`config.mk`:
```
export PLATFORM = sky130hd
export DESIGN_NAME = dprmc_mode_ctrl
export DESIGN_NICKNAME = d
export VERILOG_FILES = /design/src/rtl/dprmc_pkg.sv /design/src/rtl/dprmc_plug_filter.sv /design/src/rtl/dprmc_mode_ctrl.sv
export VERILOG_INCLUDE_DIRS = /design/src /design/src/rtl
export SDC_FILE = /design/constraint.sdc
export NUM_CORES = 1
export LEC_CHECK = 0
export ABC_CLOCK_PERIOD_IN_PS = 2000
export BUFFER_PORTS_ARGS = -buffer_cell sky130_fd_sc_hd__buf_4
export CAP_MARGIN = 20
export CORE_ASPECT_RATIO = 1.5
export CORE_UTILIZATION = 51
export CTS_BUF_LIST = sky130_fd_sc_hd__clkbuf_16
export CTS_CLUSTER_SIZE = 8
export DETAILED_ROUTE_END_ITERATION = 12
export PLACE_DENSITY = 0.75
export SETUP_SLACK_MARGIN = 0.1
export SLEW_MARGIN = 20
export SYNTH_ARGS = -nofsm -noshare
export SYNTH_HDL_FRONTEND = slang
export SYNTH_HIERARCHICAL = 1
export SYNTH_SLANG_ARGS = --single-unit
```
`constraint.sdc`:
```
create_clock -name CLK -period 2 [get_ports CLK]
set_input_delay 0.4 -clock CLK [delete_from_list [all_inputs] [get_ports CLK]]
set_output_delay 0.4 -clock CLK [all_outputs]
set_load 0.005 [all_outputs]
```
`src/rtl/dprmc_defines.svh`:
```
// constants for the repeater mode controller: offsets, fields, reset values, timing
`ifndef DPRMC_DEFINES_SVH
`define DPRMC_DEFINES_SVH

// ----------------------------------------------------------------
// shadowed link configuration addresses and reset values
// ----------------------------------------------------------------
`define DPRMC_ADDR_LANE_CNT 20'h00101
`define DPRMC_ADDR_LANE_SET 20'h00103
`define DPRMC_LANE_CNT_RST 8'h00
`define DPRMC_LANE_SET_RST 8'h00

// ----------------------------------------------------------------
// field positions
// ----------------------------------------------------------------
`define DPRMC_LANE_MSB 4
`define DPRMC_SWING_MSB 1
`define DPRMC_SWING_LSB 0
`define DPRMC_PREEMPH_MSB 4
`define DPRMC_PREEMPH_LSB 3

// ----------------------------------------------------------------
// fixed settings and timing
// ----------------------------------------------------------------
`define DPRMC_SWING_600MV 2'h1
`define DPRMC_TMDS_LANES 5'h04
`define DPRMC_CLK_PERIOD_NS 40
`define DPRMC_PLUG_LOSS_NS 2000
`define DPRMC_PLUG_LOSS_CYC ((`DPRMC_PLUG_LOSS_NS + `DPRMC_CLK_PERIOD_NS - 1) / `DPRMC_CLK_PERIOD_NS)

`endif

```
`src/rtl/dprmc_pkg.sv`:
```
// types shared by the repeater mode controller
package dprmc_pkg;
	// internal operating state
	typedef enum logic [1:0] {M_SHUTDOWN, M_STANDBY, M_D3, M_ACTIVE} dprmc_mode_t;
	// reported mode, output disable shown over the base state
	typedef enum logic [2:0] {ST_SHUTDOWN, ST_STANDBY, ST_D3, ST_ACTIVE, ST_OUTDIS} dprmc_status_t;
endpackage

```
`src/rtl/dprmc_plug_filter.sv`:
```
// plug-loss filter: flags a plug-detect input held low past the filter time
`include "dprmc_defines.svh"
module dprmc_plug_filter #(
	parameter int unsigned LOSS_CYCLES = `DPRMC_PLUG_LOSS_CYC
) (
	input wire logic clk,
	input wire logic rst,
	input wire logic plug_in,
	output logic lost,
	output logic rise
);
	logic [15:0] cnt_r;
	logic [15:0] cnt_nxt;
	logic lost_r;
	logic lost_nxt;
	logic prev_r;
	localparam logic [15:0] LOSS_CNT = LOSS_CYCLES[15:0];

	// ----------------------------------------------------------------
	// low-time counter
	// ----------------------------------------------------------------
	// restart on high
	always_comb
	begin
		cnt_nxt = cnt_r;
		lost_nxt = lost_r;
		if (plug_in)
		begin
			cnt_nxt = 16'h0000;
			lost_nxt = 1'b0;
		end
		else if (cnt_r != LOSS_CNT)
			cnt_nxt = cnt_r + 16'h0001; // saturates, so a long unplug never wraps
		else
			lost_nxt = 1'b1;
	end

	// registers; prev starts low so a plug already present after reset counts as a rise
	always_ff @(posedge clk)
	begin
		if (rst)
		begin
			cnt_r <= 16'h0000;
			lost_r <= 1'b0;
			prev_r <= 1'b0;
		end
		else
		begin
			cnt_r <= cnt_nxt;
			lost_r <= lost_nxt;
			prev_r <= plug_in;
		end
	end

	assign lost = lost_r;
	assign rise = plug_in & ~prev_r;
endmodule // dprmc_plug_filter

```
`src/rtl/dprmc_mode_ctrl.sv`:
```
// operating-mode controller of a dual-mode display repeater
// ----------------------------------------------------------------
// Summary of operation
// - shutdown pin low: plug detect passes through, other outputs off, inputs ignored
// - shutdown holds shadow registers and control logic at reset defaults
// - standby when plug detect low past loss filter; link off, aux watched
// - d3 entry command disables main link in and out, aux stays watched
// - active while plug high; short low pulses do not leave active
// - adapter detect high selects tmds mode, low selects displayport mode
// - displayport mode takes swing, equalization and lanes from snooped training
// - displayport mode keeps main link outputs off until training writes enabling values
// - tmds mode fixes 600 mV swing and ignores all aux traffic
// - each snooped configuration write updates the local shadow copy
// - invalid value written at dpcd_shadow_101 or dpcd_shadow_103 disables main link outputs
// - output disable applies only while enable is high and entry invalid
// - once all shadows valid again, the normal mode resumes
// - d3 exits to active on exit command or plug detect rising
// - shutdown pin rising enters standby and starts aux watching
// ----------------------------------------------------------------
`include "dprmc_defines.svh"
module dprmc_mode_ctrl #(
	parameter int unsigned PLUG_LOSS_CYCLES = `DPRMC_PLUG_LOSS_CYC
) (
	input wire logic CLK,
	input wire logic RST,
	input wire logic SHUTDOWN_N_PIN,
	input wire logic PLUG_DETECT_IN,
	input wire logic ADAPTER_DETECT_IN,
	input wire logic EN,
	input wire logic DPCD_WR_STB,
	input wire logic [19:0] DPCD_WR_ADDR,
	input wire logic [7:0] DPCD_WR_DATA,
	input wire logic AUX_D3_ENTER,
	input wire logic AUX_D3_EXIT,
	output logic PLUG_DETECT_OUT,
	output logic MAIN_LINK_OUT_EN,
	output logic MAIN_LINK_IN_EN,
	output logic AUX_MON_EN,
	output logic TMDS_MODE,
	output logic [1:0] SWING_LEVEL,
	output logic [1:0] EQ_LEVEL,
	output logic [4:0] LANE_COUNT,
	output dprmc_pkg::dprmc_status_t MODE_STATUS,
	output logic [7:0] SHADOW_101,
	output logic [7:0] SHADOW_103
);
	import dprmc_pkg::*;

	logic logic_rst;
	logic plug_lost;
	logic plug_rise;
	logic tmds;
	logic lane_bad;
	logic set_bad;
	logic out_dis;
	logic [2:0] level_sum;
	logic [7:0] shadow_r [2];
	logic [7:0] shadow_nxt [2];
	dprmc_mode_t mode_r;
	dprmc_mode_t mode_nxt;
	logic out_en_r, out_en_nxt, in_en_r, in_en_nxt, aux_r, aux_nxt, tmds_r, plug_out_r;
	logic [1:0] swing_r, swing_nxt, eq_r, eq_nxt;
	logic [4:0] lanes_r, lanes_nxt;
	dprmc_status_t status_r, status_nxt;
	localparam logic [19:0] SHADOW_ADDR [2] = '{`DPRMC_ADDR_LANE_CNT, `DPRMC_ADDR_LANE_SET};
	localparam logic [7:0] SHADOW_RST [2] = '{`DPRMC_LANE_CNT_RST, `DPRMC_LANE_SET_RST};

	// ----------------------------------------------------------------
	// shutdown and mode selection
	// ----------------------------------------------------------------
	// shutdown holds reset
	assign logic_rst = RST | ~SHUTDOWN_N_PIN;
	assign tmds = ADAPTER_DETECT_IN;

	dprmc_plug_filter #(
		.LOSS_CYCLES(PLUG_LOSS_CYCLES)
	) u_plug_filter (
		.clk(CLK),
		.rst(logic_rst),
		.plug_in(PLUG_DETECT_IN),
		.lost(plug_lost),
		.rise(plug_rise)
	);

	// ----------------------------------------------------------------
	// shadow copies of the snooped link configuration
	// ----------------------------------------------------------------
	genvar g;
	for (g = 0; g < 2; g++)
	begin : g_shadow
		always_comb
		begin
			shadow_nxt[g] = shadow_r[g];
			if (DPCD_WR_STB && !tmds && DPCD_WR_ADDR == SHADOW_ADDR[g])
				shadow_nxt[g] = DPCD_WR_DATA;
		end

		// invalid entries are stored too; the disable holds until a valid rewrite
		always_ff @(posedge CLK)
		begin
			if (logic_rst)
				shadow_r[g] <= SHADOW_RST[g];
			else
				shadow_r[g] <= shadow_nxt[g];
		end
	end

	// disable lifts once both valid
	// lane count must be 0, 1, 2 or 4; swing plus pre-emphasis may not pass level 3
	assign lane_bad = !(shadow_r[0][`DPRMC_LANE_MSB:0] inside {5'h00, 5'h01, 5'h02, 5'h04}) ||
		shadow_r[0][7:5] != 3'h0;
	assign level_sum = {1'b0, shadow_r[1][`DPRMC_SWING_MSB:`DPRMC_SWING_LSB]} +
		{1'b0, shadow_r[1][`DPRMC_PREEMPH_MSB:`DPRMC_PREEMPH_LSB]};
	assign set_bad = level_sum > 3'h3;
	assign out_dis = EN & (lane_bad | set_bad);

	// ----------------------------------------------------------------
	// operating state
	// ----------------------------------------------------------------
	always_comb
	begin
		mode_nxt = mode_r;
		unique case (mode_r)
			M_SHUTDOWN: mode_nxt = M_STANDBY;
			M_STANDBY:
				if (PLUG_DETECT_IN)
					mode_nxt = M_ACTIVE;
			M_ACTIVE:
				if (plug_lost)
					mode_nxt = M_STANDBY;
				else if (AUX_D3_ENTER && !tmds)
					mode_nxt = M_D3;
			M_D3:
				if (plug_lost)
					mode_nxt = M_STANDBY;
				else if ((AUX_D3_EXIT && !tmds) || plug_rise)
					mode_nxt = M_ACTIVE;
		endcase
	end

	// short lows tolerated: only the filtered loss or a d3 entry leaves active
	always_ff @(posedge CLK)
	begin
		if (logic_rst)
			mode_r <= M_SHUTDOWN;
		else
			mode_r <= mode_nxt;
	end

	// ----------------------------------------------------------------
	// output controls
	// ----------------------------------------------------------------
	always_comb
	begin
		out_en_nxt = mode_r == M_ACTIVE && !out_dis && (tmds || shadow_r[0][`DPRMC_LANE_MSB:0] != 5'h00);
		in_en_nxt = mode_r == M_ACTIVE;
		aux_nxt = mode_r != M_SHUTDOWN && !tmds;
		swing_nxt = shadow_r[1][`DPRMC_SWING_MSB:`DPRMC_SWING_LSB];
		eq_nxt = shadow_r[1][`DPRMC_PREEMPH_MSB:`DPRMC_PREEMPH_LSB];
		lanes_nxt = shadow_r[0][`DPRMC_LANE_MSB:0];
		if (tmds)
		begin
			swing_nxt = `DPRMC_SWING_600MV;
			eq_nxt = 2'h0;
			lanes_nxt = `DPRMC_TMDS_LANES;
		end
		if (out_dis && mode_r != M_SHUTDOWN)
			status_nxt = ST_OUTDIS;
		else
			status_nxt = dprmc_status_t'({1'b0, mode_r});
	end

	always_ff @(posedge CLK)
	begin
		if (logic_rst)
		begin
			out_en_r <= 1'b0;
			in_en_r <= 1'b0;
			aux_r <= 1'b0;
			tmds_r <= 1'b0;
			swing_r <= 2'h0;
			eq_r <= 2'h0;
			lanes_r <= 5'h00;
			status_r <= ST_SHUTDOWN;
		end
		else
		begin
			out_en_r <= out_en_nxt;
			in_en_r <= in_en_nxt;
			aux_r <= aux_nxt;
			tmds_r <= tmds;
			swing_r <= swing_nxt;
			eq_r <= eq_nxt;
			lanes_r <= lanes_nxt;
			status_r <= status_nxt;
		end
	end

	// plug detect passes through in every mode, shutdown included
	always_ff @(posedge CLK)
	begin
		if (RST)
			plug_out_r <= 1'b0;
		else
			plug_out_r <= PLUG_DETECT_IN;
	end

	assign PLUG_DETECT_OUT = plug_out_r;
	assign MAIN_LINK_OUT_EN = out_en_r;
	assign MAIN_LINK_IN_EN = in_en_r;
	assign AUX_MON_EN = aux_r;
	assign TMDS_MODE = tmds_r;
	assign SWING_LEVEL = swing_r;
	assign EQ_LEVEL = eq_r;
	assign LANE_COUNT = lanes_r;
	assign MODE_STATUS = status_r;
	assign SHADOW_101 = shadow_r[0];
	assign SHADOW_103 = shadow_r[1];
endmodule // dprmc_mode_ctrl

```
==> flow_summary.yaml <==
global_route:
  gr-total-overflow: 0
  grt_pass1_vias: 2010
  antenna_found_initial: 0
  grt_pass1_wl_mm: 8.976
  grt_max_degree: 35
  grt_usage: 0.2436
timing:
  finalSetupViolations: 0
  slew_headroom: 0.5470
  fin_tns_setup_ps: 0
  whs_ps: 281.8
  fin_crit_ps: 1637
  slew_viol_final: 0
  hold_viol_final: 0
  worst_slew_pin_slew_ps: 677.0
  rsz0062_at_grt: "false"
  period_share: 0.8183
  max_freq_ghz: 0.6110
  fin_worst_skew_ps: 4.000
placed_design:
  dp_cells: 342
  port-buffer-count: 69
  gp_congestion: 0.8459
  place_hpwl_mm: 4.056
finish:
  num_antenna_cells: 0
  synthToLayoutAreaGrowth_pct: 30.20
  finish.utilization: 0.6967
  fillers: 331
  nets: 343
  instances_no_fill: 350
  drive_above_1_share: 0.3191
die:
  pin_count: 70
  rows: 29
  fp.dieW_microns: 56.73
  fp.dieArea_sq_mm: 0.004770
  die-height_microns: 84.09
  start_util: 0.5351
  core_area_sq_mm: 0.004282
clock_network:
  cts_made_buffers: 5
  clock_latency_ps: 290
  cts_max_level: 2
  clockRootBuffer: "clkbuf_16"
  cts.sinks: 53
  postCtsSetupBuffers: 0
  cts_tree: "done"
  clk_pin_slew_ps: 70
  cts_resized: 0
  clk_path_buf_depth: 2
  hold_buffers: 0
power_and_ir_drop:
  p_leak_nw: 1.217
  p_int_mw: 1.599
  ir_drop_uv: 579.3
  switchingPower_mw: 0.4429
  p_seq_frac: 0.523
  combPwrFrac: 0.064
  power_density_mw_per_mm2: 684.7
  swShare: 0.2169
  clkPwrFrac: 0.413
synthesis:
  ys_warn_count: 6
  ys.flop_type: "dfxtp_1"
  seq_area_frac_synth: 0.4631
  yosys.area.top_type: "dfxtp_1"
  synth.most_common_cell: "dfxtp_1"
  synth_seq_cells: 53
  synth.area.top_cells: "dfxtp_1, mux2i_1, nand2_1"
  synth_top_area_share: 0.4631
  synth_common_cells: "dfxtp_1, nand2_1, mux2i_1"
  synth_area_sq_mm: 0.002291
  synth_edf_count: 0
  async_flop_share: 0
  postSynthCellCount: 233
  synth_area_per_cell_sq_um: 9.832
  synth_cell_types: 48
  syn_nets: 273
drt:
  antenna_left: 0
  wl_per_cell_microns: 15.32
  via_count: 2004
  vias_per_cell: 5.726
  first_pass_iters: 8
  routed_wirelength_mm: 5.363
  drtIter0Drc: 134
  post-route-drc-count: 4
outcome:
  violations: "DRC"
  run_status: "complete, but fails checks"
setup_path:
  crit_cells: 4
  path_class: "flop to flop"
  slowest_delay_ps: 520
  critPathTopFamily: "simple AND/OR/NAND/NOR gates"
  crit_chain: "ha_1 -> nand4_2 -> or4_1 -> a21oi_1"
  cp-end-kind: "flop"
  worstPathMaxFanout: 9
  rr_worst_depth: 4
  slowest_stage: "or4_1"
  arrival_ps: 1850
  required_ps: 2220
  start_kind: "flop"
  crit_buf_inv: 0
hold_path:
  holdPathStages: 2
  hold_class: "primary input to flop"
job:
  drv_cap: 0
## routing by layer
| layer | global-route usage | share of wire |
|---|---|---|
| met4 | 0.1023 | 0.017 |
| met2 | 0.4535 | 0.55 |
| met1 | 0.2542 | 0.39 |
| met3 | 0.05426 | 0.041 |
| met5 | 0 | 0 |
## logic make-up (layout without fill, tap and decap cells)
logic type               count (synthesis)  after routing  synth area share
adder cells (fa/ha/maj)                  3              3           0.01639
AND/OR/NAND/NOR                        108            108            0.3020
buffers and inverters                   15             86           0.03386
flip-flops                              53             53            0.4631
multiplexers                            15             15           0.06608
XOR/XNOR                                 2              2          0.007647
AO/OA/AOI/OAI                           37             37            0.1109
## layout make-up
type,instances,area (sq um),area share
Clock buffer,5,125.1,0.04195
Multi-Input combinational cell,165,1155,0.3872
Inverter,6,22.52,0.007550
Tap cell,46,57.56,0.01930
Sequential cell,53,1061,0.3557
Clock inverter,3,21.27,0.007131
Timing Repair Buffer,72,540.5,0.1812
## per-stage QoR
stage | area (sq um) | power, mW | setup WS, ps
floorplan | 2291 | 1.137 | 531.8
finish | 2983 | 2.042 | 363.4
detailed placement | 2836 | 1.224 | 332.3
global route | 2983 | 2.119 | 178.0
global placement | 2836 | 1.221 | 374.7
CTS | 2983 | 2.063 | 364.8
## worst paths after layout
path	startpoint	endpoint	slack [ps]
worst max-delay path	u_plug_filter/cnt_r[0]	u_plug_filter/cnt_r[12]	360
worst min-delay path	RST	PLUG_DETECT_OUT	280
worst max register to register	u_plug_filter/cnt_r[0]	u_plug_filter/cnt_r[12]	360
worst min register to register	shadow_r[0][6]	shadow_r[0][6]	480
## layout by cell type, fill, tap and decap left out, types with 2 or more instances in the layout
| cell type | Yosys | layout |
|---|---|---|
| a211oi_1 | 2 | 2 |
| a21oi_1 | 8 | 8 |
| and3_1 | 11 | 11 |
| buf_4 | 1 | 72 |
| clkbuf_16 | 0 | 5 |
| dfxtp_1 | 53 | 53 |
| ha_1 | 3 | 3 |
| inv_1 | 5 | 5 |
| mux2i_1 | 14 | 14 |
| nand2_1 | 30 | 30 |
| nand3_1 | 8 | 8 |
| nand4_1 | 3 | 3 |
| nor2_1 | 12 | 12 |
| nor2b_1 | 4 | 3 |
| nor3_1 | 4 | 4 |
| nor4_1 | 9 | 9 |
| nor4_4 | 2 | 2 |
| o211ai_1 | 7 | 7 |
| o21a_1 | 2 | 2 |
| o21ai_0 | 4 | 4 |
| o31ai_1 | 11 | 11 |
| or3_1 | 5 | 5 |
| or4_1 | 3 | 3 |
| xor2_1 | 2 | 2 |
## power by group through the flow
stage                     clock network (mW)  logic (mW)  registers, mW
after floorplan                            0      0.0456           1.09
after global placement                     0       0.129           1.09
after detailed placement                   0       0.132           1.09
after CTS                              0.864       0.132           1.07
after global routing                   0.908       0.142           1.07
final                                  0.844       0.131           1.07
## flip-flops by register name, indices dropped and copies added (netlist names), 2 cells and up
name                 count
shadow_r                16
u_plug_filter/cnt_r     16
LANE_COUNT               5
MODE_STATUS              3
EQ_LEVEL                 2
SWING_LEVEL              2
mode_r                   2
(Power assumes the default switching activity.)
